`src/core/flash_seq_defs.svh`:
```
// Register offsets, field positions, reset values and timing counts
// for the table access flash sequencer.
// Assumes a 20 MHz system clock and word-aligned AXI4-Lite access.
`ifndef FLASH_SEQ_DEFS_SVH
`define FLASH_SEQ_DEFS_SVH

// ----------------------------------------
// Register byte offsets
// ----------------------------------------
`define OFF_PTR_LOW 8'h00
`define OFF_PTR_HIGH 8'h04
`define OFF_PTR_UPPER 8'h08
`define OFF_LATCH 8'h0C
`define OFF_CTRL 8'h10
`define OFF_KEY 8'h14
`define OFF_OP 8'h18
`define OFF_STATUS 8'h1C

// ----------------------------------------
// Control register fields
// ----------------------------------------
`define CTL_PROG_SEL 7
`define CTL_CFG_SEL 6
`define CTL_ROW_ERASE 4
`define CTL_ABORTED 3
`define CTL_PERMIT 2
`define CTL_START 1
`define CTL_WMASK 8'hD4

// ----------------------------------------
// Operation port fields
// ----------------------------------------
`define OP_STORE 2
`define OP_MODE_LSB 0

// ----------------------------------------
// Unlock keys and reset values
// ----------------------------------------
`define KEY_FIRST 8'h55
`define KEY_SECOND 8'hAA
`define CTRL_RESET 8'h00

// ----------------------------------------
// Timing
// ----------------------------------------
`define CLK_HZ 20000000
`define LONG_CYCLE_US 2000
`define LONG_CYCLE_CYCLES ((`CLK_HZ / 1000000) * `LONG_CYCLE_US)

`endif

```
`src/core/flash_seq_pkg.sv`:
```
// Types shared by the flash sequencer files.
// Assumes the defines header is compiled alongside.
package flash_seq_pkg;
    typedef enum logic [1:0]
    {
        PTR_KEEP,
        PTR_POST_INC,
        PTR_POST_DEC,
        PTR_PRE_INC
    } ptr_mode_t;

    typedef enum logic [1:0]
    {
        LONG_NONE,
        LONG_PROGRAM,
        LONG_ERASE
    } long_kind_t;
endpackage

```
`src/core/ptr_step.sv`:
```
// Pointer update for table fetch and store operations.
// Assumes a 22-bit pointer whose top bit selects the configuration space.
`timescale 1ns/10ps

module ptr_step #(
    parameter int LOW_W = 21
)(
    input wire logic [LOW_W:0] ptr_in,
    input wire flash_seq_pkg::ptr_mode_t mode,
    output logic [LOW_W:0] access_addr,
    output logic [LOW_W:0] ptr_next
);
    logic [LOW_W-1:0] inc_low;
    logic [LOW_W-1:0] dec_low;

    // Wraps inside the low field, never touching the space bit
    assign inc_low = ptr_in[LOW_W-1:0] + 1'b1;
    assign dec_low = ptr_in[LOW_W-1:0] - 1'b1;

    always_comb
    begin
        access_addr = ptr_in;
        ptr_next = ptr_in;
        case (mode)
            flash_seq_pkg::PTR_KEEP:
            begin
                ptr_next = ptr_in;
            end
            flash_seq_pkg::PTR_POST_INC:
            begin
                ptr_next = {ptr_in[LOW_W], inc_low};
            end
            flash_seq_pkg::PTR_POST_DEC:
            begin
                ptr_next = {ptr_in[LOW_W], dec_low};
            end
            flash_seq_pkg::PTR_PRE_INC:
            begin
                access_addr = {ptr_in[LOW_W], inc_low};
                ptr_next = {ptr_in[LOW_W], inc_low};
            end
            default:
            begin
                ptr_next = ptr_in;
            end
        endcase
    end
endmodule // ptr_step

```
`src/core/long_timer.sv`:
```
// Countdown timer for the self-timed erase and program cycles.
// Assumes start is a one-cycle pulse while the timer is idle.
`timescale 1ns/10ps

module long_timer #(
    parameter int CYCLES = 40000
)(
    input wire logic clk,
    input wire logic rst,
    input wire logic start,
    output logic busy,
    output logic done
);
    logic [$clog2(CYCLES+1)-1:0] count_q;

    always_ff @(posedge clk)
    begin
        if (rst)
        begin
            count_q <= '0;
        end
        else if (start)
        begin
            count_q <= ($clog2(CYCLES+1))'(CYCLES);
        end
        else if (count_q != '0)
        begin
            count_q <= count_q - 1'b1;
        end
    end

    assign busy = (count_q != '0);
    assign done = (count_q == ($clog2(CYCLES+1))'(1));
endmodule // long_timer

```
`src/core/table_access_flash_sequencer.sv`:
```
// Table access flash sequencer: pointer, transfer latch, holding
// registers, unlocked erase and program cycles, AXI4-Lite registers.
// Assumes the flash array answers a word read combinationally and
// accepts a one-cycle program or erase command; the core obeys halt.
`timescale 1ns/10ps

`include "flash_seq_defs.svh"

module table_access_flash_sequencer #(
    parameter int ADDR_W = 22,
    parameter int LONG_CYCLES = `LONG_CYCLE_CYCLES
)(
    input wire logic clk,
    input wire logic rst,
    // Resets that may cut a running cycle, sampled before rst acts
    input wire logic ext_reset_req,
    input wire logic wdt_reset_req,
    // AXI4-Lite slave
    input wire logic [7:0] s_axi_awaddr,
    input wire logic s_axi_awvalid,
    output logic s_axi_awready,
    input wire logic [31:0] s_axi_wdata,
    input wire logic [3:0] s_axi_wstrb,
    input wire logic s_axi_wvalid,
    output logic s_axi_wready,
    output logic [1:0] s_axi_bresp,
    output logic s_axi_bvalid,
    input wire logic s_axi_bready,
    input wire logic [7:0] s_axi_araddr,
    input wire logic s_axi_arvalid,
    output logic s_axi_arready,
    output logic [31:0] s_axi_rdata,
    output logic [1:0] s_axi_rresp,
    output logic s_axi_rvalid,
    input wire logic s_axi_rready,
    // Core side
    output logic core_halt,
    output logic cycle_done_irq_flag,
    // Flash array side
    output logic [ADDR_W-2:0] flash_word_addr,
    input wire logic [15:0] flash_word_data,
    output logic flash_program,
    output logic flash_erase,
    output logic [ADDR_W-1:0] flash_block_addr,
    output logic [63:0] flash_block_data
);
    // ----------------------------------------
    // State
    // ----------------------------------------
    logic [ADDR_W-1:0] flash_byte_pointer_q;
    logic [7:0] transfer_byte_latch_q;
    logic [7:0] hold_q [8];
    logic program_space_select_q;
    logic config_space_select_q;
    logic row_erase_q;
    logic aborted_cycle_flag_q;
    logic modify_permit_q;
    logic start_q;
    logic [1:0] key_stage_q;
    flash_seq_pkg::long_kind_t kind_q;
    logic [7:0] aw_addr_q;
    logic aw_full_q;
    logic [31:0] w_data_q;
    logic [3:0] w_strb_q;
    logic w_full_q;

    // ----------------------------------------
    // Write path
    // ----------------------------------------
    logic wr_fire;
    logic wr_lane0;
    logic [7:0] wr_byte;
    logic [ADDR_W-1:0] access_addr;
    logic [ADDR_W-1:0] ptr_next;
    flash_seq_pkg::ptr_mode_t op_mode;
    logic op_fire;
    logic op_store;
    logic start_req;
    logic start_ok;
    logic timer_busy;
    logic timer_done;

    function automatic logic is_reg(input logic [7:0] a, input logic [7:0] off);
        is_reg = (a == off);
    endfunction

    assign s_axi_awready = !aw_full_q && !s_axi_bvalid;
    assign s_axi_wready = !w_full_q && !s_axi_bvalid;
    assign wr_fire = aw_full_q && w_full_q && !s_axi_bvalid;
    assign wr_lane0 = wr_fire && w_strb_q[0];
    assign wr_byte = w_data_q[7:0];

    always_ff @(posedge clk)
    begin
        if (rst)
        begin
            aw_full_q <= 1'b0;
            w_full_q <= 1'b0;
            aw_addr_q <= 8'h00;
            w_data_q <= 32'h0000_0000;
            w_strb_q <= 4'h0;
            s_axi_bvalid <= 1'b0;
        end
        else
        begin
            if (s_axi_awvalid && s_axi_awready)
            begin
                aw_full_q <= 1'b1;
                aw_addr_q <= s_axi_awaddr;
            end
            if (s_axi_wvalid && s_axi_wready)
            begin
                w_full_q <= 1'b1;
                w_data_q <= s_axi_wdata;
                w_strb_q <= s_axi_wstrb;
            end
            if (wr_fire)
            begin
                aw_full_q <= 1'b0;
                w_full_q <= 1'b0;
                s_axi_bvalid <= 1'b1;
            end
            else if (s_axi_bready)
            begin
                s_axi_bvalid <= 1'b0;
            end
        end
    end

    // Unmapped writes get SLVERR; mapped ones OKAY
    always_ff @(posedge clk)
    begin
        if (rst)
        begin
            s_axi_bresp <= 2'h0;
        end
        else if (wr_fire)
        begin
            s_axi_bresp <= (aw_addr_q > `OFF_STATUS || aw_addr_q[1:0] != 2'h0) ? 2'h2 : 2'h0;
        end
    end

    // ----------------------------------------
    // Table operations
    // ----------------------------------------
    assign op_fire = wr_lane0 && is_reg(aw_addr_q, `OFF_OP);
    assign op_mode = flash_seq_pkg::ptr_mode_t'(wr_byte[`OP_MODE_LSB +: 2]);
    assign op_store = wr_byte[`OP_STORE];

    ptr_step #(
        .LOW_W(ADDR_W-1)
    ) u_ptr_step (
        .ptr_in(flash_byte_pointer_q),
        .mode(op_mode),
        .access_addr(access_addr),
        .ptr_next(ptr_next)
    );

    assign flash_word_addr = access_addr[ADDR_W-1:1];

    always_ff @(posedge clk)
    begin
        if (rst)
        begin
            flash_byte_pointer_q <= '0;
        end
        else if (op_fire && !timer_busy)
        begin
            flash_byte_pointer_q <= ptr_next;
        end
        else if (wr_fire && !timer_busy)
        begin
            if (w_strb_q[0] && is_reg(aw_addr_q, `OFF_PTR_LOW))
            begin
                flash_byte_pointer_q[7:0] <= wr_byte;
            end
            if (w_strb_q[0] && is_reg(aw_addr_q, `OFF_PTR_HIGH))
            begin
                flash_byte_pointer_q[15:8] <= wr_byte;
            end
            if (w_strb_q[0] && is_reg(aw_addr_q, `OFF_PTR_UPPER))
            begin
                flash_byte_pointer_q[ADDR_W-1:16] <= wr_byte[ADDR_W-17:0];
            end
        end
    end

    always_ff @(posedge clk)
    begin
        if (rst)
        begin
            transfer_byte_latch_q <= 8'h00;
        end
        else if (op_fire && !op_store && !timer_busy)
        begin
            transfer_byte_latch_q <= access_addr[0] ? flash_word_data[15:8]
                                                    : flash_word_data[7:0];
        end
        else if (wr_lane0 && is_reg(aw_addr_q, `OFF_LATCH) && !timer_busy)
        begin
            transfer_byte_latch_q <= wr_byte;
        end
    end

    // Stores touch only the holding registers and the pointer
    for (genvar g = 0; g < 8; g++)
    begin : g_hold
        always_ff @(posedge clk)
        begin
            if (rst)
            begin
                hold_q[g] <= 8'hFF;
            end
            else if (op_fire && op_store && !timer_busy && access_addr[2:0] == 3'(g))
            begin
                hold_q[g] <= transfer_byte_latch_q;
            end
        end
        assign flash_block_data[g*8 +: 8] = hold_q[g];
    end

    // ----------------------------------------
    // Unlock and control
    // ----------------------------------------
    // Any other write between the keys and the start breaks the unlock
    always_ff @(posedge clk)
    begin
        if (rst)
        begin
            key_stage_q <= 2'h0;
        end
        else if (wr_fire)
        begin
            if (wr_lane0 && is_reg(aw_addr_q, `OFF_KEY) && wr_byte == `KEY_FIRST)
            begin
                key_stage_q <= 2'h1;
            end
            else if (wr_lane0 && is_reg(aw_addr_q, `OFF_KEY) && wr_byte == `KEY_SECOND
                     && key_stage_q == 2'h1)
            begin
                key_stage_q <= 2'h2;
            end
            else
            begin
                key_stage_q <= 2'h0;
            end
        end
    end

    assign start_req = wr_lane0 && is_reg(aw_addr_q, `OFF_CTRL) && wr_byte[`CTL_START];
    assign start_ok = start_req && key_stage_q == 2'h2 && modify_permit_q && !start_q;

    always_ff @(posedge clk)
    begin
        if (rst)
        begin
            program_space_select_q <= 1'b0;
            config_space_select_q <= 1'b0;
            modify_permit_q <= 1'b0;
        end
        else if (wr_lane0 && is_reg(aw_addr_q, `OFF_CTRL) && !timer_busy)
        begin
            program_space_select_q <= wr_byte[`CTL_PROG_SEL];
            config_space_select_q <= wr_byte[`CTL_CFG_SEL];
            modify_permit_q <= wr_byte[`CTL_PERMIT];
        end
    end

    always_ff @(posedge clk)
    begin
        if (rst)
        begin
            row_erase_q <= 1'b0;
        end
        else if (timer_done && kind_q == flash_seq_pkg::LONG_ERASE)
        begin
            row_erase_q <= 1'b0;
        end
        else if (wr_lane0 && is_reg(aw_addr_q, `OFF_CTRL) && !timer_busy)
        begin
            row_erase_q <= wr_byte[`CTL_ROW_ERASE];
        end
    end

    // Software can only set start; hardware clears it
    always_ff @(posedge clk)
    begin
        if (rst)
        begin
            start_q <= 1'b0;
            kind_q <= flash_seq_pkg::LONG_NONE;
        end
        else if (timer_done)
        begin
            start_q <= 1'b0;
            kind_q <= flash_seq_pkg::LONG_NONE;
        end
        else if (start_ok)
        begin
            start_q <= 1'b1;
            if (program_space_select_q && modify_permit_q && row_erase_q)
            begin
                kind_q <= flash_seq_pkg::LONG_ERASE;
            end
            else
            begin
                kind_q <= flash_seq_pkg::LONG_PROGRAM;
            end
        end
    end

    // Flag survives rst while ext_reset_req or wdt_reset_req is high: the abort reset is what causes it
    always_ff @(posedge clk)
    begin
        if ((ext_reset_req || wdt_reset_req) && start_q)
        begin
            aborted_cycle_flag_q <= 1'b1;
        end
        else if (wr_lane0 && is_reg(aw_addr_q, `OFF_CTRL) && !wr_byte[`CTL_ABORTED])
        begin
            aborted_cycle_flag_q <= 1'b0;
        end
        else if (rst && !ext_reset_req && !wdt_reset_req)
        begin
            aborted_cycle_flag_q <= 1'b0;
        end
    end

    // Set beats a clear in the same cycle
    always_ff @(posedge clk)
    begin
        if (rst)
        begin
            cycle_done_irq_flag <= 1'b0;
        end
        else if (timer_done)
        begin
            cycle_done_irq_flag <= 1'b1;
        end
        else if (wr_lane0 && is_reg(aw_addr_q, `OFF_STATUS) && wr_byte[0])
        begin
            cycle_done_irq_flag <= 1'b0;
        end
    end

    long_timer #(
        .CYCLES(LONG_CYCLES)
    ) u_long_timer (
        .clk(clk),
        .rst(rst),
        .start(start_ok),
        .busy(timer_busy),
        .done(timer_done)
    );

    assign core_halt = timer_busy;
    assign flash_program = timer_done && kind_q == flash_seq_pkg::LONG_PROGRAM;
    assign flash_erase = timer_done && kind_q == flash_seq_pkg::LONG_ERASE;
    assign flash_block_addr = (kind_q == flash_seq_pkg::LONG_ERASE)
        ? {flash_byte_pointer_q[ADDR_W-1:6], 6'h00}
        : {flash_byte_pointer_q[ADDR_W-1:3], 3'h0};

    // ----------------------------------------
    // Read path
    // ----------------------------------------
    logic [7:0] ctrl_view;

    assign ctrl_view = {program_space_select_q, config_space_select_q, 1'b0, row_erase_q,
                        aborted_cycle_flag_q, modify_permit_q, start_q, 1'b0};
    assign s_axi_arready = !s_axi_rvalid;

    always_ff @(posedge clk)
    begin
        if (rst)
        begin
            s_axi_rvalid <= 1'b0;
            s_axi_rdata <= 32'h0000_0000;
            s_axi_rresp <= 2'h0;
        end
        else if (s_axi_arvalid && s_axi_arready)
        begin
            s_axi_rvalid <= 1'b1;
            s_axi_rresp <= 2'h0;
            s_axi_rdata <= 32'h0000_0000;
            case (s_axi_araddr)
                `OFF_PTR_LOW: s_axi_rdata[7:0] <= flash_byte_pointer_q[7:0];
                `OFF_PTR_HIGH: s_axi_rdata[7:0] <= flash_byte_pointer_q[15:8];
                `OFF_PTR_UPPER: s_axi_rdata[ADDR_W-17:0] <= flash_byte_pointer_q[ADDR_W-1:16];
                `OFF_LATCH: s_axi_rdata[7:0] <= transfer_byte_latch_q;
                `OFF_CTRL: s_axi_rdata[7:0] <= ctrl_view;
                `OFF_KEY, `OFF_OP: s_axi_rdata[7:0] <= 8'h00;
                `OFF_STATUS: s_axi_rdata[0] <= cycle_done_irq_flag;
                default: s_axi_rresp <= 2'h2;
            endcase
        end
        else if (s_axi_rready)
        begin
            s_axi_rvalid <= 1'b0;
        end
    end
endmodule // table_access_flash_sequencer

```
`config.mk`:
```
export PLATFORM = sky130hd
export DESIGN_NAME = table_access_flash_sequencer
export DESIGN_NICKNAME = d
export VERILOG_FILES = /design/src/core/flash_seq_pkg.sv /design/src/core/ptr_step.sv /design/src/core/long_timer.sv /design/src/core/table_access_flash_sequencer.sv
export VERILOG_INCLUDE_DIRS = /design/src /design/src/core
export SDC_FILE = /design/constraint.sdc
export NUM_CORES = 1
export LEC_CHECK = 0
export BUFFER_PORTS_ARGS = -buffer_cell sky130_fd_sc_hd__buf_2
export CAP_MARGIN = 20
export CORE_UTILIZATION = 45
export DETAILED_ROUTE_END_ITERATION = 6
export PLACE_DENSITY_LB_ADDON = 0.12
export SYNTH_ARGS = -nofsm -noshare
export SYNTH_HDL_FRONTEND = slang
export SYNTH_SLANG_ARGS = --single-unit
```
`constraint.sdc`:
```
create_clock -name clk -period 7.5 [get_ports clk]
set_input_delay 0.375 -clock clk [delete_from_list [all_inputs] [get_ports clk]]
set_output_delay 0.375 -clock clk [all_outputs]
set_load 0.02 [all_outputs]
```
==> impl_metrics.ini, run 1 <==
[status]
status = finished, violations left
violations = DRC

[sta]
drv_slew = 0
worstMarginPinSlew_ps = 1030
tns_ps = 0
setup_viol = 0
worst_slack_ps = 4030
fin_crit_sh_pct = 46.2
skew_ps = 13.0
final.min_clock_period_ps = 3470
clock.fmax_ghz = 0.289
rsz0062_at_grt = false
hold_viol_final = 0
holdWs_ps = 103
slew_headroom_pct = 30.5

[clock_tree]
clk-insertion-delay-late_ps = 450
cts_tree = done
cts_setup_buffers = 0
numCtsBuffers = 17
clkSlewWorstSetupHoldPaths_ps = 70
cts_hold_buf = 0
clock-sinks = 152
cts.path.max_buffers = 2
cts_resized = 0
root_buffer = clkbuf_16
cts-htree-levels = 4

[drt]
drt_iter0_markers = 532
wl_um = 24300
drt-wirelength-per-cell_um = 18.8
ant_nets = 0
drt_first_pass_iters = 7
vias = 7400
drc = 12
viasPerCell = 5.70

[synthesis]
ys_top_cells_by_area = edfxtp_1 23%, dfxtp_1 21%, buf_4 4.2%, nand2_1 4.0%, a21oi_1 3.0%
synth_cells = 931
yosysUniqueCellTypes = 73
ys_ff_latch = 152
async_flop_share_pct = 0
yosysTopAreaCellShare_pct = 22.8
synth_largest_area_cell = edfxtp_1
ys_dominant_reg_cell = dfxtp_1
synth_edf_count = 64
synth_area_um2 = 8420
syn_avg_cell_area_um2 = 9.04
ys_seq_area_share_pct = 43.8
ys_warn_count = 0

[global_routing]
grt_pass1_wl_um = 38100
overflow = 0
grt_max_degree = 65
first_global_vias = 6815
antenna_found_initial = 0
grt_usage_pct = 25.4

[floorplanning]
coreArea_um2 = 18100
die_w_um = 139
io_pins = 229
fp.dieH_um = 139
start_util_pct = 46.4
dieArea_um2 = 19300
row_count = 49

[worst_setup_path]
endpoint_kind = register
path_class = register to register
required_ps = 7570
cp_max_fo = 8
crit_arrival_ps = 3540
startpoint_type = register

[layout]
areaGrowthSynthToFinish_pct = 16.1
insertedDiodeCount = 0
utilization_pct = 53.9
drive_above_1_share_pct = 25.0
nets = 1138

[job]
max-cap-violations = 0

[placed_design]
place_ws_ps = 4070
io_buffers = 172
dp_hpwl_um = 17400
gp_congestion = 0.861

[pwr]
powerDensity_nw_per_um2 = 236
ir_drop_mv = 0.179
power_leakage_nw = 3.41

[worst_hold_path]
min_path_type = input port to register
## placed cells by master (no fill, tap or decap), types with 7 or more instances in the layout
cell | netlist | layout
dfxtp_1 | 88 | 88
mux2i_1 | 10 | 10
nor4_1 | 21 | 21
and4_1 | 7 | 7
xor2_1 | 7 | 7
nand2_1 | 89 | 89
o21a_1 | 8 | 8
xnor2_1 | 28 | 28
a31oi_1 | 17 | 17
nor3_1 | 39 | 39
or4_1 | 8 | 8
nor2b_1 | 7 | 7
inv_1 | 26 | 26
or2_2 | 27 | 27
o31a_1 | 14 | 14
or3_1 | 7 | 7
buf_4 | 47 | 8
conb_1 | 1 | 29
a21oi_1 | 50 | 50
mux2_2 | 11 | 11
nand3_1 | 27 | 27
nand2b_1 | 22 | 22
or2_1 | 32 | 32
edfxtp_1 | 64 | 64
buf_2 | 2 | 172
o32ai_1 | 9 | 9
a22oi_1 | 10 | 10
o21ai_0 | 24 | 24
nor2_1 | 64 | 64
clkbuf_16 | 0 | 17
## stage by stage
step           area, µm²  cells  power [mW]
2_1_floorplan       8520    959        1.34
3_3_place_gp        9170   1266        1.43
3_5_place_dp        9170   1266        1.44
4_1_cts             9770   1298        2.31
5_1_grt             9770   1298        2.41
6_report            9770   1298        2.31
## cell type report
| type | count | area [µm²] |
|---|---|---|
| Clock inverter | 15 | 183 |
| Clock buffer | 17 | 425 |
| Tap cell | 229 | 287 |
| Multi-Input combinational cell | 679 | 4180 |
| Fill cell | 1754 | 8370 |
| Timing Repair Buffer | 180 | 921 |
| Inverter | 26 | 97.6 |
| Sequential cell | 152 | 3680 |
## per-layer routing
metal	track usage, %	part of all wire [%]	up-vias	wire [µm]
met4	9.47	2.5	0	606
met3	5.49	6.5	50	1570
met1	33.0	44	3497	10600
li1	-	-	3553	-
met2	41.6	47	300	11500
met5	0	0	-	0
## state kept, by name, summed over array words and instances, names as in the netlist, 2 cells and up
signal	count
hold_q	64
s_axi_rdata	8
key_stage_q	2
flash_byte_pointer_q	22
u_long_timer.count_q	16
w_data_q	8
transfer_byte_latch_q	8
kind_q	2
aw_addr_q	8
## report_power, final
group	internal [mW]	switching, mW
Combinational	0.168	0.283
Sequential	0.908	0.0640
Clock	0.476	0.405
## kinds of logic after synthesis
logic type / after synthesis / synth area share (%)
mux: 23 / 3.20
fa+ha+maj: 5 / 0.743
buf+inv: 128 / 7.85
xor+xnor: 35 / 3.64
compound gates: 190 / 15.3
flops: 152 / 43.8
other cells: 1 / 0.0446
simple gates: 397 / 25.5
## worst max-delay path, stage by stage (launching register included)
cell and delay (ps):
dfxtp_1 330, or4_1 660, or4b_4 570, nor4_1 650, nand2_1 240, o21bai_1 650
## worst paths after layout
kind	slack [ps]	end	cells past startpoint	startpoint
worst max-delay path	4030	hold_q[0][18]	5	u_long_timer.count_q[10]
worst max register to register	4030	hold_q[0][18]	5	u_long_timer.count_q[10]
worst min-delay path	100	s_axi_rvalid	2	s_axi_rready
worst min register to register	470	config_space_select_q	2	config_space_select_q
## Yosys cell counts, types with 5 or more instances
| cell | number |
|---|---|
| nor2_1 | 64 |
| or2_2 | 27 |
| mux2_2 | 11 |
| and2_1 | 6 |
| or3_1 | 7 |
| nor4_1 | 21 |
| or4_1 | 8 |
| clkbuf_1 | 50 |
| nand2_1 | 89 |
| o21ai_0 | 24 |
| and4_1 | 7 |
| o31a_1 | 14 |
| nor2b_1 | 7 |
| nand4_1 | 6 |
| xor2_1 | 7 |
| a211oi_1 | 6 |
| a31oi_1 | 17 |
| dfxtp_1 | 88 |
| inv_1 | 26 |
| nand4b_1 | 6 |
| o22ai_1 | 6 |
| xnor2_1 | 28 |
| a21oi_1 | 50 |
| nand3_1 | 27 |
| a22oi_1 | 10 |
| o21bai_1 | 6 |
| o21a_1 | 8 |
| o32ai_1 | 9 |
| nor3_1 | 39 |
| edfxtp_1 | 64 |
| buf_4 | 47 |
| nand2b_1 | 22 |
| ha_1 | 5 |
| mux2i_1 | 10 |
| or2_1 | 32 |
(Power assumes the default switching activity.)
==> inputs of run 2 (changes only) <==
- ABC_AREA: unset -> 1
- clock period: 7.5 -> 3.2 ns (I/O delays scaled with it)
==> impl_metrics.ini, run 2 <==
[clock_tree]
clock-sinks = 152
root_buffer = clkbuf_16
clk-insertion-delay-late_ps = 430
numCtsBuffers = 17
clkSlewWorstSetupHoldPaths_ps = 70
cts_tree = done
cts.path.max_buffers = 2
cts-htree-levels = 4
cts_setup_buffers = 0

[worst_setup_path]
cp_max_fo = 7
path_common_cell = nand2_1
endpoint_kind = output port
startpoint_type = register
cp_cell_sequence = ha_1, nand3_1, nor2_1, nand2_1, clkinv_1, nand2_1, nand2_1, nand2_1, nand2_1, o21ai_0, buf_2
reg2reg_slack_ps = 580
crit_arrival_ps = 2500
cpMaxStageDelayCell = dfxtp_1
crit_start = flash_byte_pointer_q[0]
path_buf_inv = 2
required_ps = 3040
critPathTopFamily = simple AND/OR/NAND/NOR gates
r2r_start = w_data_q[1]
slowest_delay_ps = 480
path_class = register to output port

[global_routing]
grt_usage_pct = 26.0
overflow = 0
first_global_vias = 7361
grt_pass1_wl_um = 40100
antenna_found_initial = 0
grt_max_degree = 37

[synthesis]
synth_edf_count = 64
synth.top_cells.by_count = 335 x nand2_1, 150 x nor2_1, 103 x nand3_1, 89 x inv_1, 88 x dfxtp_1
yosysUniqueCellTypes = 52
synth_largest_area_cell = edfxtp_1
ys_top_cells_by_area = edfxtp_1 22%, dfxtp_1 20%, nand2_1 14%, nor2_1 6.4%, nand3_1 5.8%
synth_area_um2 = 8820
synth_cells = 1205
ys_seq_area_share_pct = 41.8
synth.most_common_cell = nand2_1
ys_warn_count = 0
ys_ff_latch = 152
yosysTopAreaCellShare_pct = 21.8
ys_dominant_reg_cell = dfxtp_1
async_flop_share_pct = 0
syn_avg_cell_area_um2 = 7.32

[layout]
nets = 1437
final_cell_mix = 335 x nand2_1, 172 x buf_2, 150 x nor2_1, 103 x nand3_1, 89 x inv_1
reg.largest.list = hold_q x64, flash_byte_pointer_q x22, u_long_timer.count_q x16
max_flop_register = hold_q
drive_above_1_share_pct = 20.4
insertedDiodeCount = 0
areaGrowthSynthToFinish_pct = 16.7
multi_input_area_um2 = 4270
largest_reg_flops = 64
mostFrequentLayoutCell = nand2_1
fill_cells = 1912
utilization_pct = 54.3
regArea_um2 = 3680

[pwr]
power_leakage_nw = 4.31
powerDensity_nw_per_um2 = 514
ir_drop_mv = 0.508

[drt]
vias = 8499
drt_iter0_markers = 638
dr.max_layer_used = met4
wl_met3_um = 1800
drt_first_pass_iters = 6
wl_um = 26100
viasPerCell = 5.22
ant_nets = 0
drt-wirelength-per-cell_um = 16.0
drc = 0
wl_met1_um = 11900
wl_met2_um = 12100

[placed_design]
dp_hpwl_um = 19500
gp_congestion = 0.904
io_buffers = 172

[sta]
hold_viol_final = 0
slew_headroom_pct = 39.0
drv_slew = 0
skew_ps = 8.46
rsz0062_at_grt = false
tns_ps = 0
clock.fmax_ghz = 0.376
worstMarginPinSlew_ps = 909
fin_crit_sh_pct = 83.1
final.min_clock_period_ps = 2660
setup_viol = 0
holdWs_ps = 8.49

[worst_hold_path]
min_path_type = input port to register
min_from = s_axi_wstrb[0]

[floorplanning]
fp.dieH_um = 142
coreArea_um2 = 19000
io_pins = 229
dieArea_um2 = 20200
row_count = 50
die_w_um = 142
start_util_pct = 46.5

[job]
max-cap-violations = 0

[status]
status = completed
[run 2: changes by cell type in the layout (fill, tap and decap cells not counted), sizes merged, moves of 14 or more]
cell / change
o21ai: +54
xnor2: -27
o31a: -14
nor2: +101
nand2b: -22
inv: +78
or2: -53
nor3: -22
nand2: +251
nor4: -19
nand3: +87
[run 2: what timing repair did]
| item | in CTS | in global routing |
|---|---|---|
| endpoints found under the hold margin | 5 | 0 |
| gates resized for setup | 0 | 0 |
| hold buffers | 5 | 0 |
[run 2: path summary, 6_finish.rpt]
check             depth (start not counted)                     to
setup / recovery                         11    flash_word_addr[17]
hold / removal                            3            w_strb_q[0]
setup reg to reg                          9          hold_q[0][20]
hold reg to reg                           2  config_space_select_q
[run 2: layout make-up]
| class | instances | share of cell area, % |
|---|---|---|
| clock buffers | 17 | 4.13 |
| clock inverters | 15 | 1.53 |
| repair buffers | 189 | 9.73 |
| flip-flops and latches | 152 | 35.8 |
| multi-input cells | 882 | 41.5 |
| well taps | 260 | 3.16 |
| inverters | 113 | 4.16 |
[run 2: through the flow]
step / power [mW] / setup slack [ps] / instance area (µm²) / cells
after floorplan: 3.08 / 869 / 8920 / 1233
after global placement: 3.29 / 635 / 9650 / 1590
after detailed placement: 3.30 / 565 / 9650 / 1590
after CTS: 5.31 / 537 / 10300 / 1627
after global routing: 5.53 / 312 / 10300 / 1628
final: 5.29 / 540 / 10300 / 1628
[run 2: worst register-to-register path, stage by stage, from the launching register on]
cell and delay, ps:
dfxtp_1 420, nand2_1 280, inv_1 150, nand2_1 60
nand2_1 70, buf_4 190, inv_1 80, buf_4 190
nor3_2 460, or2_1 390
[run 2: power breakdown]
group	switching, mW	internal [mW]	total (mW)	leakage, nW
Clock	0.906	1.11	2.01	0.287
Combinational	0.734	0.335	1.07	2.87
Sequential	0.0934	2.11	2.21	1.15
Total	1.73	3.56	5.29	4.31
[run 2: kinds of logic after synthesis]
logic type	count (synthesis)	synth area share, %
simple gates	664	34.5
other cells	1	0.0425
xor+xnor	12	1.19
compound gates	172	10.8
buf+inv	199	11.0
flops	152	41.8
fa+ha+maj	5	0.710
[run 2: layer usage]
| layer | GRT usage, % | vias up |
|---|---|---|
| met1 | 36.3 | 3948 |
| met4 | 6.23 | 0 |
| met5 | 0 | - |
| met2 | 41.7 | 320 |
| met3 | 4.54 | 24 |
| li1 | - | 4207 |
==> inputs of run 3 (changes only) <==
- clock period: 3.2 -> 2.7 ns (I/O delays scaled with it)
==> impl_metrics.ini, run 3 (synthesis results as in run 2) <==
[layout]
drive_above_1_share_pct = 20.6
nets = 1447
insertedDiodeCount = 0
areaGrowthSynthToFinish_pct = 17.5
multi_input_area_um2 = 4270
final_cell_mix = 335 x nand2_1, 172 x buf_2, 149 x nor2_1, 103 x nand3_1, 89 x inv_1
fill_cells = 1887
reg.largest.list = hold_q x64, flash_byte_pointer_q x22, u_long_timer.count_q x16
max_flop_register = hold_q
mostFrequentLayoutCell = nand2_1
utilization_pct = 54.6
largest_reg_flops = 64
regArea_um2 = 3680

[pwr]
ir_drop_mv = 0.626
seqPwrFrac_pct = 42.4
p_int_mw = 4.13
p_clk_share_pct = 37.0
swShare_pct = 33.2
power_leakage_nw = 4.35
powerDensity_nw_per_um2 = 596
comb_power_share_pct = 20.6
power.net_switching_mw = 2.05

[floorplanning]
dieArea_um2 = 20200
row_count = 50
io_pins = 229
fp.dieH_um = 142
coreArea_um2 = 19000
start_util_pct = 46.5
die_w_um = 142

[clock_tree]
clk-insertion-delay-late_ps = 430
cts-htree-levels = 4
cts.path.max_buffers = 2
root_buffer = clkbuf_16
clock-sinks = 152
numCtsBuffers = 17
cts_tree = done
clkSlewWorstSetupHoldPaths_ps = 60

[worst_hold_path]
min_path_type = input port to register

[placed_design]
gp_congestion = 0.937
dp_hpwl_um = 19400
io_buffers = 172

[global_routing]
first_global_vias = 7296
overflow = 0
grt_max_degree = 37
grt_usage_pct = 25.8
antenna_found_initial = 0
grt_pass1_wl_um = 39400

[drt]
viasPerCell = 5.15
drc = 0
drt_first_pass_iters = 5
drt-wirelength-per-cell_um = 15.8
drt_iter0_markers = 639
ant_nets = 0
wl_um = 25900
vias = 8439

[worst_setup_path]
path_class = register to output port
cp_cell_sequence = ha_1, nand3_1, nor2_2, nand2_1, clkinv_1, nand2_1, nand2_1, nand2_1, nand2_1, o21ai_0, buf_2
required_ps = 2570
cpMaxStageDelayCell = dfxtp_1
endpoint_kind = output port
crit_arrival_ps = 2350
path_common_cell = nand2_1
slowest_delay_ps = 480
startpoint_type = register
cp_max_fo = 7

[sta]
rsz0062_at_grt = false
skew_ps = 7.21
clock.fmax_ghz = 0.402
fin_crit_sh_pct = 92.2
hold_viol_final = 0
tns_ps = 0
setup_viol = 0
slew_headroom_pct = 39.2
worstMarginPinSlew_ps = 911
drv_slew = 0
final.min_clock_period_ps = 2490

[job]
max-cap-violations = 0

[status]
status = completed
==> run 3: path summary, 6_finish.rpt <==
check | depth (start not counted) | slack (ps) | to | start
worst min-delay path | 3 | 40 | aw_addr_q[5] | s_axi_awaddr[5]
worst max register to register | 12 | 350 | flash_byte_pointer_q[11] | u_long_timer.count_q[0]
worst max-delay path | 11 | 210 | flash_word_addr[17] | flash_byte_pointer_q[0]
worst min register to register | 2 | 460 | config_space_select_q | config_space_select_q
==> run 3: final cells by class <==
class / instances / share of cell area (%)
clock buffers: 17 / 4.11
clock inverters: 15 / 1.28
inverters: 113 / 4.13
multi-input cells: 882 / 41.2
flip-flops and latches: 152 / 35.6
well taps: 260 / 3.14
repair buffers: 199 / 10.5
==> run 3: critical path, delay by kind of cell (launching register included) <==
family | cells | cell delay (ps)
AO/OA/AOI/OAI | 1 | 70
adder cells (fa/ha/maj) | 1 | 230
buffers and inverters | 2 | 280
flip-flops | 1 | 480
AND/OR/NAND/NOR | 7 | 830
==> run 3: what timing repair did <==
action                                  4_1_cts  5_1_grt
endpoints found under the setup margin        0        2
hold endpoints to repair                     11        0
resized for setup                             0        1
setup buffers                                 0        0
hold buffers                                 11        0
==> run 3: power by group through the flow <==
stage | Clock (mW) | Combinational, mW | Sequential, mW
after floorplan | 0 | 0.994 | 2.65
after global placement | 0 | 1.24 | 2.67
after detailed placement | 0 | 1.26 | 2.67
after CTS | 2.31 | 1.28 | 2.62
after global routing | 2.41 | 1.43 | 2.63
final | 2.29 | 1.27 | 2.62
==> run 3: through the flow <==
step	cells	setup WS (ps)	area [µm²]	power (mW)	hold WS (ps)
5_1_grt	1638	32.0	10400	6.47	45.4
4_1_cts	1638	138	10400	6.21	6.98
2_1_floorplan	1233	369	8920	3.65	295
6_report	1638	212	10400	6.18	38.1
3_3_place_gp	1595	434	9690	3.91	393
3_5_place_dp	1595	388	9690	3.93	400
==> run 3: routing by layer <==
| layer | global-route usage, % | vias to the layer above | wire length, µm |
|---|---|---|---|
| met5 | 0 | - | 0 |
| met4 | 8.43 | 0 | 522 |
| met3 | 5.52 | 40 | 1920 |
| met2 | 40.7 | 319 | 11700 |
| met1 | 35.3 | 3868 | 11700 |
| li1 | - | 4212 | - |
